`config.mk`:
```
export PLATFORM = sky130hd
export DESIGN_NAME = cld_decoder
export DESIGN_NICKNAME = d
export VERILOG_FILES = /design/src/cld_pkg.sv /design/src/cld_decoder.sv
export SDC_FILE = /design/constraint.sdc
export NUM_CORES = 1
export LEC_CHECK = 0
export BUFFER_PORTS_ARGS = -buffer_cell sky130_fd_sc_hd__buf_2
export CORE_ASPECT_RATIO = 2
export CORE_MARGIN = 2
export CORE_UTILIZATION = 48
export DETAILED_ROUTE_END_ITERATION = 6
export PLACE_DENSITY = 0.9
export SLEW_MARGIN = 20
export SYNTH_ARGS = -nofsm -noshare
export SYNTH_HDL_FRONTEND = slang
export SYNTH_SLANG_ARGS = --single-unit
```
`constraint.sdc`:
```
create_clock -name ref_clk -period 1 [get_ports ref_clk]
set_clock_uncertainty 0.05 [all_clocks]
set_input_delay 0.2 -clock ref_clk [delete_from_list [all_inputs] [get_ports ref_clk]]
set_output_delay 0.2 -clock ref_clk [all_outputs]
set_load 0.1 [all_outputs]
```
`src/cld_pkg.sv`:
```
package cld_pkg;
    // Instruction field positions
    localparam int OPC_MSB = 15;
    localparam int OPC_LSB = 11;
    localparam int RD_MSB = 10;
    localparam int RD_LSB = 8;
    localparam int BASE_MSB = 7;
    localparam int BASE_LSB = 5;
    localparam int INDEX_MSB = 4;
    localparam int INDEX_LSB = 2;
    localparam int OFFS_MSB = 4;
    localparam int COND_MSB = 12;
    localparam int COND_LSB = 9;
    localparam int BR_SHORT_MSB = 8;
    localparam int BR_LONG_MSB = 9;
    localparam int IMM_MSB = 7;

    // Major opcodes
    localparam logic [4:0] OPC_LOAD_BYTE_OFF = 5'h08;
    localparam logic [4:0] OPC_LOAD_WORD_OFF = 5'h09;
    localparam logic [4:0] OPC_STORE_BYTE_OFF = 5'h0A;
    localparam logic [4:0] OPC_STORE_WORD_OFF = 5'h0B;
    localparam logic [4:0] OPC_LOAD_BYTE_IDX = 5'h0C;
    localparam logic [4:0] OPC_LOAD_WORD_IDX = 5'h0D;
    localparam logic [4:0] OPC_STORE_BYTE_IDX = 5'h0E;
    localparam logic [4:0] OPC_STORE_WORD_IDX = 5'h0F;
    localparam logic [4:0] OPC_LOAD_LOW_IMM = 5'h1E;
    localparam logic [4:0] OPC_LOAD_HIGH_IMM = 5'h1F;
    localparam logic [1:0] OPC_LOGIC_TOP = 2'h2;
    localparam logic [2:0] OPC_BRANCH_TOP = 3'h1;
    localparam logic [3:0] COND_ALWAYS = 4'hE;

    // Index mode codes in the lowest two bits
    localparam logic [1:0] MODE_PLAIN = 2'h0;
    localparam logic [1:0] MODE_POST_INC = 2'h1;
    localparam logic [1:0] MODE_PRE_DEC = 2'h2;
    localparam logic [1:0] MODE_FIELD = 2'h3;

    localparam logic [15:0] INDEX_STEP = 16'h0002;
    localparam logic [15:0] WORD_RESET = 16'h0000;

    // Decoded operation class
    typedef enum logic [3:0] {
        CLD_OP_NONE,
        CLD_OP_LOAD_BYTE,
        CLD_OP_LOAD_WORD,
        CLD_OP_STORE_BYTE,
        CLD_OP_STORE_WORD,
        CLD_OP_FIELD_EXTRACT,
        CLD_OP_FIELD_INSERT,
        CLD_OP_FIELD_INSERT_INV,
        CLD_OP_FIELD_INSERT_XOR,
        CLD_OP_BRANCH,
        CLD_OP_LOGIC_IMM,
        CLD_OP_LOAD_LOW_IMM,
        CLD_OP_LOAD_HIGH_IMM
    } cld_op_t;

    // Addressing mode
    typedef enum logic [2:0] {
        CLD_AM_NONE,
        CLD_AM_BASE_OFFSET,
        CLD_AM_REG_INDEX,
        CLD_AM_POST_INC,
        CLD_AM_PRE_DEC
    } cld_am_t;
endpackage

```
`src/cld_decoder.sv`:
```
// Function
// [RULE_01] Word load writes sixteen bits, flags untouched
// [RULE_02] Post-increment adds two unless index is destination
// [RULE_03] Offset form: opcode, destination, base, five-bit offset
// [RULE_04] Low bits pick index mode or bit-field variant
// [RULE_05] Branch condition, nine/ten-bit offsets, byte immediates
// [RULE_06] Immediate word load is low then high byte
`timescale 1ns/1ps
module cld_decoder #(
    parameter int DATA_W = 16
) (
    // Clock and reset
    input wire logic ref_clk,
    input wire logic rst_b,
    // Instruction from fetch
    input wire logic instr_valid,
    input wire logic [15:0] instr,
    // Register file read values of base and index
    input wire logic [DATA_W-1:0] base_value,
    input wire logic [DATA_W-1:0] index_value,
    // Decoded instruction
    output logic dec_valid,
    output cld_pkg::cld_op_t dec_op,
    output cld_pkg::cld_am_t dec_mode,
    output logic [2:0] dest_reg,
    output logic [2:0] base_reg_field,
    output logic [2:0] index_reg_field,
    output logic [2:0] source_reg_field,
    output logic [4:0] short_offset_field,
    output logic [3:0] branch_cond,
    output logic signed [8:0] branch_offset_short,
    output logic signed [9:0] branch_offset_long,
    output logic [7:0] byte_immediate_field,
    output logic imm_high_byte,
    output logic [2:0] logic_func,
    // Data memory address and write-back control
    output logic [DATA_W-1:0] mem_addr,
    output logic index_wr_en,
    output logic [DATA_W-1:0] index_wr_value,
    output logic dest_wr_en,
    output logic dest_full_word,
    output logic flags_wr_en
);
    // Field slicing assumes a sixteen-bit word; refuse anything else at elaboration
    if (DATA_W != 16) begin : g_width_check
        $error("cld_decoder: DATA_W must be 16");
    end

    logic [4:0] opc;
    logic [1:0] low2;
    cld_pkg::cld_op_t op_c;
    cld_pkg::cld_am_t am_c;
    logic [DATA_W-1:0] addr_c;
    logic [DATA_W-1:0] idx_c;
    logic idx_we_c;
    logic dest_we_c;
    logic full_c;
    logic flags_c;

    logic dec_valid_q, dec_valid_d;
    cld_pkg::cld_op_t op_q, op_d;
    cld_pkg::cld_am_t am_q, am_d;
    logic [15:0] instr_q, instr_d;
    logic [DATA_W-1:0] addr_q, addr_d;
    logic [DATA_W-1:0] idx_q, idx_d;
    logic idx_we_q, idx_we_d;
    logic dest_we_q, dest_we_d;
    logic full_q, full_d;
    logic flags_q, flags_d;

    assign opc = instr[cld_pkg::OPC_MSB:cld_pkg::OPC_LSB];
    assign low2 = instr[1:0];

    // Classify the instruction and work out address and write-back
    always_comb begin
        op_c = cld_pkg::CLD_OP_NONE;
        am_c = cld_pkg::CLD_AM_NONE;
        addr_c = cld_pkg::WORD_RESET;
        idx_c = index_value;
        idx_we_c = 1'b0;
        dest_we_c = 1'b0;
        full_c = 1'b0;
        flags_c = 1'b0;
        case (opc)
            cld_pkg::OPC_LOAD_BYTE_OFF, cld_pkg::OPC_LOAD_WORD_OFF,
            cld_pkg::OPC_STORE_BYTE_OFF, cld_pkg::OPC_STORE_WORD_OFF: begin
                am_c = cld_pkg::CLD_AM_BASE_OFFSET; // RULE_03
                addr_c = base_value + {11'h000, instr[cld_pkg::OFFS_MSB:0]}; // RULE_03
            end
            cld_pkg::OPC_LOAD_BYTE_IDX, cld_pkg::OPC_LOAD_WORD_IDX,
            cld_pkg::OPC_STORE_BYTE_IDX, cld_pkg::OPC_STORE_WORD_IDX: begin
                case (low2)
                    cld_pkg::MODE_PLAIN: begin
                        am_c = cld_pkg::CLD_AM_REG_INDEX; // RULE_04
                        addr_c = base_value + index_value;
                    end
                    cld_pkg::MODE_POST_INC: begin
                        am_c = cld_pkg::CLD_AM_POST_INC; // RULE_04
                        addr_c = base_value + index_value;
                        idx_c = index_value + cld_pkg::INDEX_STEP; // RULE_02
                        idx_we_c = 1'b1;
                    end
                    cld_pkg::MODE_PRE_DEC: begin
                        am_c = cld_pkg::CLD_AM_PRE_DEC; // RULE_04
                        idx_c = index_value - cld_pkg::INDEX_STEP;
                        addr_c = base_value + idx_c;
                        idx_we_c = 1'b1;
                    end
                    default: begin
                        am_c = cld_pkg::CLD_AM_NONE; // RULE_04
                    end
                endcase
            end
            default: begin
            end
        endcase
        // Operation class from the opcode
        case (opc)
            cld_pkg::OPC_LOAD_BYTE_OFF: op_c = cld_pkg::CLD_OP_LOAD_BYTE;
            cld_pkg::OPC_LOAD_WORD_OFF: op_c = cld_pkg::CLD_OP_LOAD_WORD;
            cld_pkg::OPC_STORE_BYTE_OFF: op_c = cld_pkg::CLD_OP_STORE_BYTE;
            cld_pkg::OPC_STORE_WORD_OFF: op_c = cld_pkg::CLD_OP_STORE_WORD;
            cld_pkg::OPC_LOAD_BYTE_IDX: op_c = (low2 == cld_pkg::MODE_FIELD) ?
                cld_pkg::CLD_OP_FIELD_EXTRACT : cld_pkg::CLD_OP_LOAD_BYTE; // RULE_04
            cld_pkg::OPC_LOAD_WORD_IDX: op_c = (low2 == cld_pkg::MODE_FIELD) ?
                cld_pkg::CLD_OP_FIELD_INSERT : cld_pkg::CLD_OP_LOAD_WORD; // RULE_04
            cld_pkg::OPC_STORE_BYTE_IDX: op_c = (low2 == cld_pkg::MODE_FIELD) ?
                cld_pkg::CLD_OP_FIELD_INSERT_INV : cld_pkg::CLD_OP_STORE_BYTE;
            cld_pkg::OPC_STORE_WORD_IDX: op_c = (low2 == cld_pkg::MODE_FIELD) ?
                cld_pkg::CLD_OP_FIELD_INSERT_XOR : cld_pkg::CLD_OP_STORE_WORD;
            cld_pkg::OPC_LOAD_LOW_IMM: op_c = cld_pkg::CLD_OP_LOAD_LOW_IMM; // RULE_06
            cld_pkg::OPC_LOAD_HIGH_IMM: op_c = cld_pkg::CLD_OP_LOAD_HIGH_IMM; // RULE_06
            default: begin
                if (opc[4:3] == cld_pkg::OPC_LOGIC_TOP) begin
                    op_c = cld_pkg::CLD_OP_LOGIC_IMM; // RULE_05
                end else if (opc[4:2] == cld_pkg::OPC_BRANCH_TOP) begin
                    op_c = cld_pkg::CLD_OP_BRANCH; // RULE_05
                end
            end
        endcase
        // Destination and flag write enables
        case (op_c)
            cld_pkg::CLD_OP_LOAD_WORD: begin
                dest_we_c = 1'b1;
                full_c = 1'b1; // RULE_01
                flags_c = 1'b0; // RULE_01
            end
            cld_pkg::CLD_OP_LOAD_BYTE, cld_pkg::CLD_OP_LOAD_LOW_IMM,
            cld_pkg::CLD_OP_LOAD_HIGH_IMM: begin
                dest_we_c = 1'b1; // RULE_06
            end
            cld_pkg::CLD_OP_FIELD_EXTRACT, cld_pkg::CLD_OP_FIELD_INSERT,
            cld_pkg::CLD_OP_FIELD_INSERT_INV, cld_pkg::CLD_OP_FIELD_INSERT_XOR: begin
                dest_we_c = 1'b1;
                full_c = 1'b1;
                flags_c = 1'b1;
            end
            cld_pkg::CLD_OP_LOGIC_IMM: begin
                // Bit-test forms set flags only and leave the destination alone
                dest_we_c = (opc[2:1] != 2'h1);
                flags_c = 1'b1;
            end
            default: begin
            end
        endcase
        // Loaded data wins over the post-increment index update on a shared register
        if ((op_c == cld_pkg::CLD_OP_LOAD_WORD || op_c == cld_pkg::CLD_OP_LOAD_BYTE)
            && am_c == cld_pkg::CLD_AM_POST_INC
            && instr[cld_pkg::INDEX_MSB:cld_pkg::INDEX_LSB]
            == instr[cld_pkg::RD_MSB:cld_pkg::RD_LSB]) begin
            idx_we_c = 1'b0; // RULE_02
        end
    end

    // Next-state: capture a new decode on each valid instruction
    always_comb begin
        dec_valid_d = instr_valid;
        op_d = op_q;
        am_d = am_q;
        instr_d = instr_q;
        addr_d = addr_q;
        idx_d = idx_q;
        idx_we_d = 1'b0;
        dest_we_d = 1'b0;
        full_d = full_q;
        flags_d = 1'b0;
        if (instr_valid) begin
            op_d = op_c;
            am_d = am_c;
            instr_d = instr;
            addr_d = addr_c;
            idx_d = idx_c;
            idx_we_d = idx_we_c;
            dest_we_d = dest_we_c;
            full_d = full_c;
            flags_d = flags_c;
        end
    end

    // Pipeline register; enables drop when no instruction arrives
    always_ff @(posedge ref_clk or negedge rst_b) begin
        if (!rst_b) begin
            dec_valid_q <= 1'b0;
            op_q <= cld_pkg::CLD_OP_NONE;
            am_q <= cld_pkg::CLD_AM_NONE;
            instr_q <= cld_pkg::WORD_RESET;
            addr_q <= cld_pkg::WORD_RESET;
            idx_q <= cld_pkg::WORD_RESET;
            idx_we_q <= 1'b0;
            dest_we_q <= 1'b0;
            full_q <= 1'b0;
            flags_q <= 1'b0;
        end else begin
            dec_valid_q <= dec_valid_d;
            op_q <= op_d;
            am_q <= am_d;
            instr_q <= instr_d;
            addr_q <= addr_d;
            idx_q <= idx_d;
            idx_we_q <= idx_we_d;
            dest_we_q <= dest_we_d;
            full_q <= full_d;
            flags_q <= flags_d;
        end
    end

    // Field outputs sliced from the held instruction word
    assign dec_valid = dec_valid_q;
    assign dec_op = op_q;
    assign dec_mode = am_q;
    assign dest_reg = instr_q[cld_pkg::RD_MSB:cld_pkg::RD_LSB]; // RULE_03
    assign source_reg_field = instr_q[cld_pkg::RD_MSB:cld_pkg::RD_LSB];
    assign base_reg_field = instr_q[cld_pkg::BASE_MSB:cld_pkg::BASE_LSB]; // RULE_03
    assign index_reg_field = instr_q[cld_pkg::INDEX_MSB:cld_pkg::INDEX_LSB];
    assign short_offset_field = instr_q[cld_pkg::OFFS_MSB:0]; // RULE_03
    assign branch_cond = (op_q == cld_pkg::CLD_OP_BRANCH && instr_q[12:10] == 3'h7) ?
        cld_pkg::COND_ALWAYS : instr_q[cld_pkg::COND_MSB:cld_pkg::COND_LSB]; // RULE_05
    assign branch_offset_short = instr_q[cld_pkg::BR_SHORT_MSB:0]; // RULE_05
    assign branch_offset_long = instr_q[cld_pkg::BR_LONG_MSB:0]; // RULE_05
    assign byte_immediate_field = instr_q[cld_pkg::IMM_MSB:0]; // RULE_05
    assign imm_high_byte = instr_q[cld_pkg::OPC_LSB]; // RULE_05
    assign logic_func = instr_q[13:11];
    assign mem_addr = addr_q;
    assign index_wr_en = idx_we_q;
    assign index_wr_value = idx_q;
    assign dest_wr_en = dest_we_q;
    assign dest_full_word = full_q;
    assign flags_wr_en = flags_q;
endmodule

```
==> reports/metrics.cfg, run 1 <==
[status]
status = did not finish
failing_step = 4_1_cts
stop_error = [ERROR DPL-0033] detailed placement checks failed during check placement.

[die]
start_util_pct = 49.62
die_width_um = 76.43
num_rows = 52
ios = 147
dieHeight_um = 148.9

[cts]
clock_sinks = 58
clock_path_buffers = 2
numCtsBuffers = 9
ctsRootBufferMaster = clkbuf_16
htreeDepth = 3
cts_resized = 208
hold_buffers = 1
cts_setup_buffers = 40

[synthesis]
synth.distinct_cells = 77
ys_seq_area_share_pct = 28.82
synth_top_cell_area_share_pct = 28.82
synth_flop_cell = dfrtp_1
netlist_instances = 588
ys_ff_latch = 58
synth_warnings = 0
synth_area_mm2 = 0.005036
synth.area.top_cells = dfrtp_1, ha_1, buf_4
synth_edf_count = 0
postSynthAreaPerCell_um2 = 8.565
yosysTopAreaCell = dfrtp_1
async_flop_share_pct = 100.0
synth_nets = 671

[placement]
io_buffer_count = 146
routabilityCongestion = 1.098
hpwl_um = 16760
place_ws_ns = -2.036

[kinds of logic after synthesis]
group / after synthesis / share of synthesized area (%)
and+or+nand+nor: 177 / 18.43
adders and majority gates: 32 / 8.248
DFF: 58 / 28.82
AOI/OAI and AO/OA: 160 / 21.34
muxes: 21 / 4.621
xor gates and xnor gates: 45 / 7.826
buffers and inverters: 95 / 10.71
[metrics by stage]
step / instance area, µm² / hold slack [ns] / util (%) / instances
2_1_floorplan: 5989 / -0.1456 / - / 588
3_3_place_gp: 8394 / 0.1668 / 82.70 / 945
3_5_place_dp: 8394 / 0.1856 / 82.70 / 945
[Yosys cell counts (6+ instances only)]
| cell type | instances |
|---|---|
| nand2_1 | 52 |
| buf_2 | 10 |
| buf_4 | 37 |
| xnor2_1 | 30 |
| inv_1 | 23 |
| a221oi_1 | 7 |
| mux2_2 | 18 |
| and3_1 | 9 |
| a31oi_1 | 9 |
| nor3_1 | 6 |
| nand3_1 | 14 |
| dfrtp_1 | 58 |
| ha_1 | 30 |
| nor2_1 | 50 |
| nand4_1 | 6 |
| o211ai_1 | 7 |
| o21a_1 | 7 |
| clkbuf_1 | 14 |
| xor2_1 | 15 |
| o21ai_0 | 36 |
| a21oi_1 | 40 |
==> run 2, diff against run 1 <==
Settings changed: CORE_ASPECT_RATIO 2 to not set, CORE_UTILIZATION 48 to 40, PLACE_DENSITY 0.9 to not set, PLACE_DENSITY_LB_ADDON set to 0.15.
Clock period 1 ns to 1.3 ns, I/O delays scaled along.
==> reports/metrics.cfg, run 2 <==
[routing]
routed_wl_um = 20610
vias_per_cell = 5.521
wl_per_cell_um = 19.85
dr_total_vias = 5731
firstDrtPassIters = 5
initialDrtViolationCount = 391
drc = 0
final_antenna_net_count = 0

[synthesis]
synth_top_cell_area_share_pct = 28.82
synth_edf_count = 0
netlist_instances = 588
synth.most_common_cell = dfrtp_1
ys_ff_latch = 58
synth_flop_cell = dfrtp_1
ys_seq_area_share_pct = 28.82
synth_common_cells = dfrtp_1, nand2_1, nor2_1, a21oi_1, buf_4
postSynthAreaPerCell_um2 = 8.565
yosysTopAreaCell = dfrtp_1
synth.area.top_cells = dfrtp_1, ha_1, buf_4
synth.distinct_cells = 77
async_flop_share_pct = 100.0
synth_warnings = 0
synth_nets = 671
synth_area_mm2 = 0.005036

[layout]
final_cell_mix = buf_4, buf_12, buf_2, nor2_1, nand2_1
diodes = 0
layout_commonest_cell = buf_4
utilization_pct = 80.74
final-seq-area_mm2 = 0.001513
layout-drive-gt1-share_pct = 58.74
final_cells = 1038
nFillCells = 700
final_nets = 948
area_growth_pct = 94.98
multi_input_area_mm2 = 0.003825

[placement]
dp_cells = 982
place_ws_ns = -1.661
routabilityCongestion = 0.9607
hpwl_um = 14160
io_buffer_count = 146

[power_and_ir_drop]
leakage_nw = 4.278
p_sw_share_pct = 44.60
vdd_drop_max_mv = 0.7116
p_seq_share_pct = 21.6
intPower_w = 0.005819
power_w = 0.01050
power_density_mw_per_mm2 = 1070
combPwrFrac_pct = 55.3
p_sw_w = 0.004685
power.share.clock_pct = 23.1

[global_routing]
grt_pass1_wl_um = 30300
grt-ovfl-total = 0
grt_max_degree = 59
antenna_found_initial = 0
grt_usage_pct = 29.18
grt_pass1_vias = 5777

[cts]
ctsRootBufferMaster = clkbuf_16
clock_path_buffers = 2
numCtsBuffers = 9
clock_sinks = 58
htreeDepth = 3
clk_latency_ns = 0.34
path_clk_slew_ns = 0.06
cts_tree = done

[setup_path]
cp_cell_sequence = buf_8 -> nor4_4 -> or2b_1 -> or2_4 -> xnor2_2 -> ha_2 -> o21a_1 -> buf_6 -> a21oi_4 -> a311oi_4 -> a211oi_1 -> a311oi_2 -> o21ai_1
cp-startpoint = index_value[1]
reg2reg_from = dec_op[3]$_DFFE_PN0P_
max_stage_delay_ns = 0.32
crit_type = in2reg
arrival_ns = 2.72
cp.required_ns = 1.46
slowest_stage = ha_2
path_buf_inv = 2
worst-path-max-fanout = 5
start_kind = primary input
setup.worst_path.end_class = flop
crit_family = compound AO/OA/AOI/OAI gates

[min_path]
hold_start = instr[6]
min_path_type = in2reg

[status]
status = finished, violations left
violations = setup timing

[timing]
setup_tns_ns = -26.31
rsz0062_at_grt = yes
fin_crit_ns = 2.561
fin_ws_ns = -1.261
finalHoldViolations = 0
worst_slew_pin_slew_ns = 0.4526
max_clock_freq_mhz = 390.5
setup_violations = 90
drv_slew = 0
relSlewSlack_pct = 69.82
period_share_pct = 197.0

[die]
dieHeight_um = 116.2
fp.coreArea_mm2 = 0.01216
die_area_mm2 = 0.01350
ios = 147
num_rows = 40
start_util_pct = 41.41
die_width_um = 116.2

[run]
maxCapViolCount = 0

run 2: timing repair:
action                                 CTS  global route
pin swaps                               65            44
endpoints found under the hold margin   58             0
setup endpoints to repair               89            91
resized for setup                      135            57
hold buffers                             1             0
gates cloned                             1             0
setup buffers                           24            20
run 2: worst register-to-register path: cells and delay by family, from the launching register on:
kind	cells	cell delay [ns]
flops	1	0.48
buf+inv	2	0.26
mux	1	0.26
run 2: through the flow:
stage                     hold slack [ns]  cell area [µm²]
after floorplan                  -0.08559             5416
after global placement             0.2360             8396
after detailed placement           0.2434             8396
after CTS                         0.09993             9437
after global routing               0.1125             9819
final                              0.1043             9819
run 2: power by group through the flow:
stage	Combinational (W)	Sequential, W	Clock (W)
after floorplan	0.00213	0.00340	0
after global placement	0.00518	0.00229	0
after detailed placement	0.00525	0.00229	0
after CTS	0.00555	0.00227	0.00245
after global routing	0.00601	0.00229	0.00252
final	0.00580	0.00227	0.00243
run 2: path summary, 6_finish.rpt:
kind | endpoint | slack [ns] | cells past startpoint
max in group asynchronous | instr_q[5]$_DFFE_PN0P_ | 0.46 | 3
min in group asynchronous | index_wr_value[11]$_DFFE_PN0P_ | 0.40 | 3
max reg2reg | dec_op[3]$_DFFE_PN0P_ | 0.14 | 3
min reg2reg | mem_addr[1]$_DFFE_PN0P_ | 0.49 | 1
min | instr_q[6]$_DFFE_PN0P_ | 0.10 | 2
max | mem_addr[12]$_DFFE_PN0P_ | -1.26 | 13
run 2: layout make-up:
type                            instances  share of cell area [%]
Timing Repair Buffer                  336                   39.36
Multi-Input combinational cell        436                   38.95
Sequential cell                        58                   15.41
Clock buffer                           11                   2.472
Tap cell                              168                   2.141
Inverter                               24                   1.121
Clock inverter                          5                  0.5479
run 2: cells by family after synthesis:
kind of cell / count (synthesis) / share of synthesized area, %
AO/OA/AOI/OAI: 160 / 21.34
AND/OR/NAND/NOR: 177 / 18.43
flip-flops: 58 / 28.82
multiplexers: 21 / 4.621
buffers and inverters: 95 / 10.71
adder cells (fa/ha/maj): 32 / 8.248
XOR/XNOR: 45 / 7.826
run 2: routing by layer:
layer | wire (µm) | global-route usage [%]
met1 | 8572 | 38.50
met3 | 967 | 4.515
met4 | 449 | 10.48
met5 | 0 | 0
met2 | 10620 | 48.77
Power figures use the tool's default switching activity.
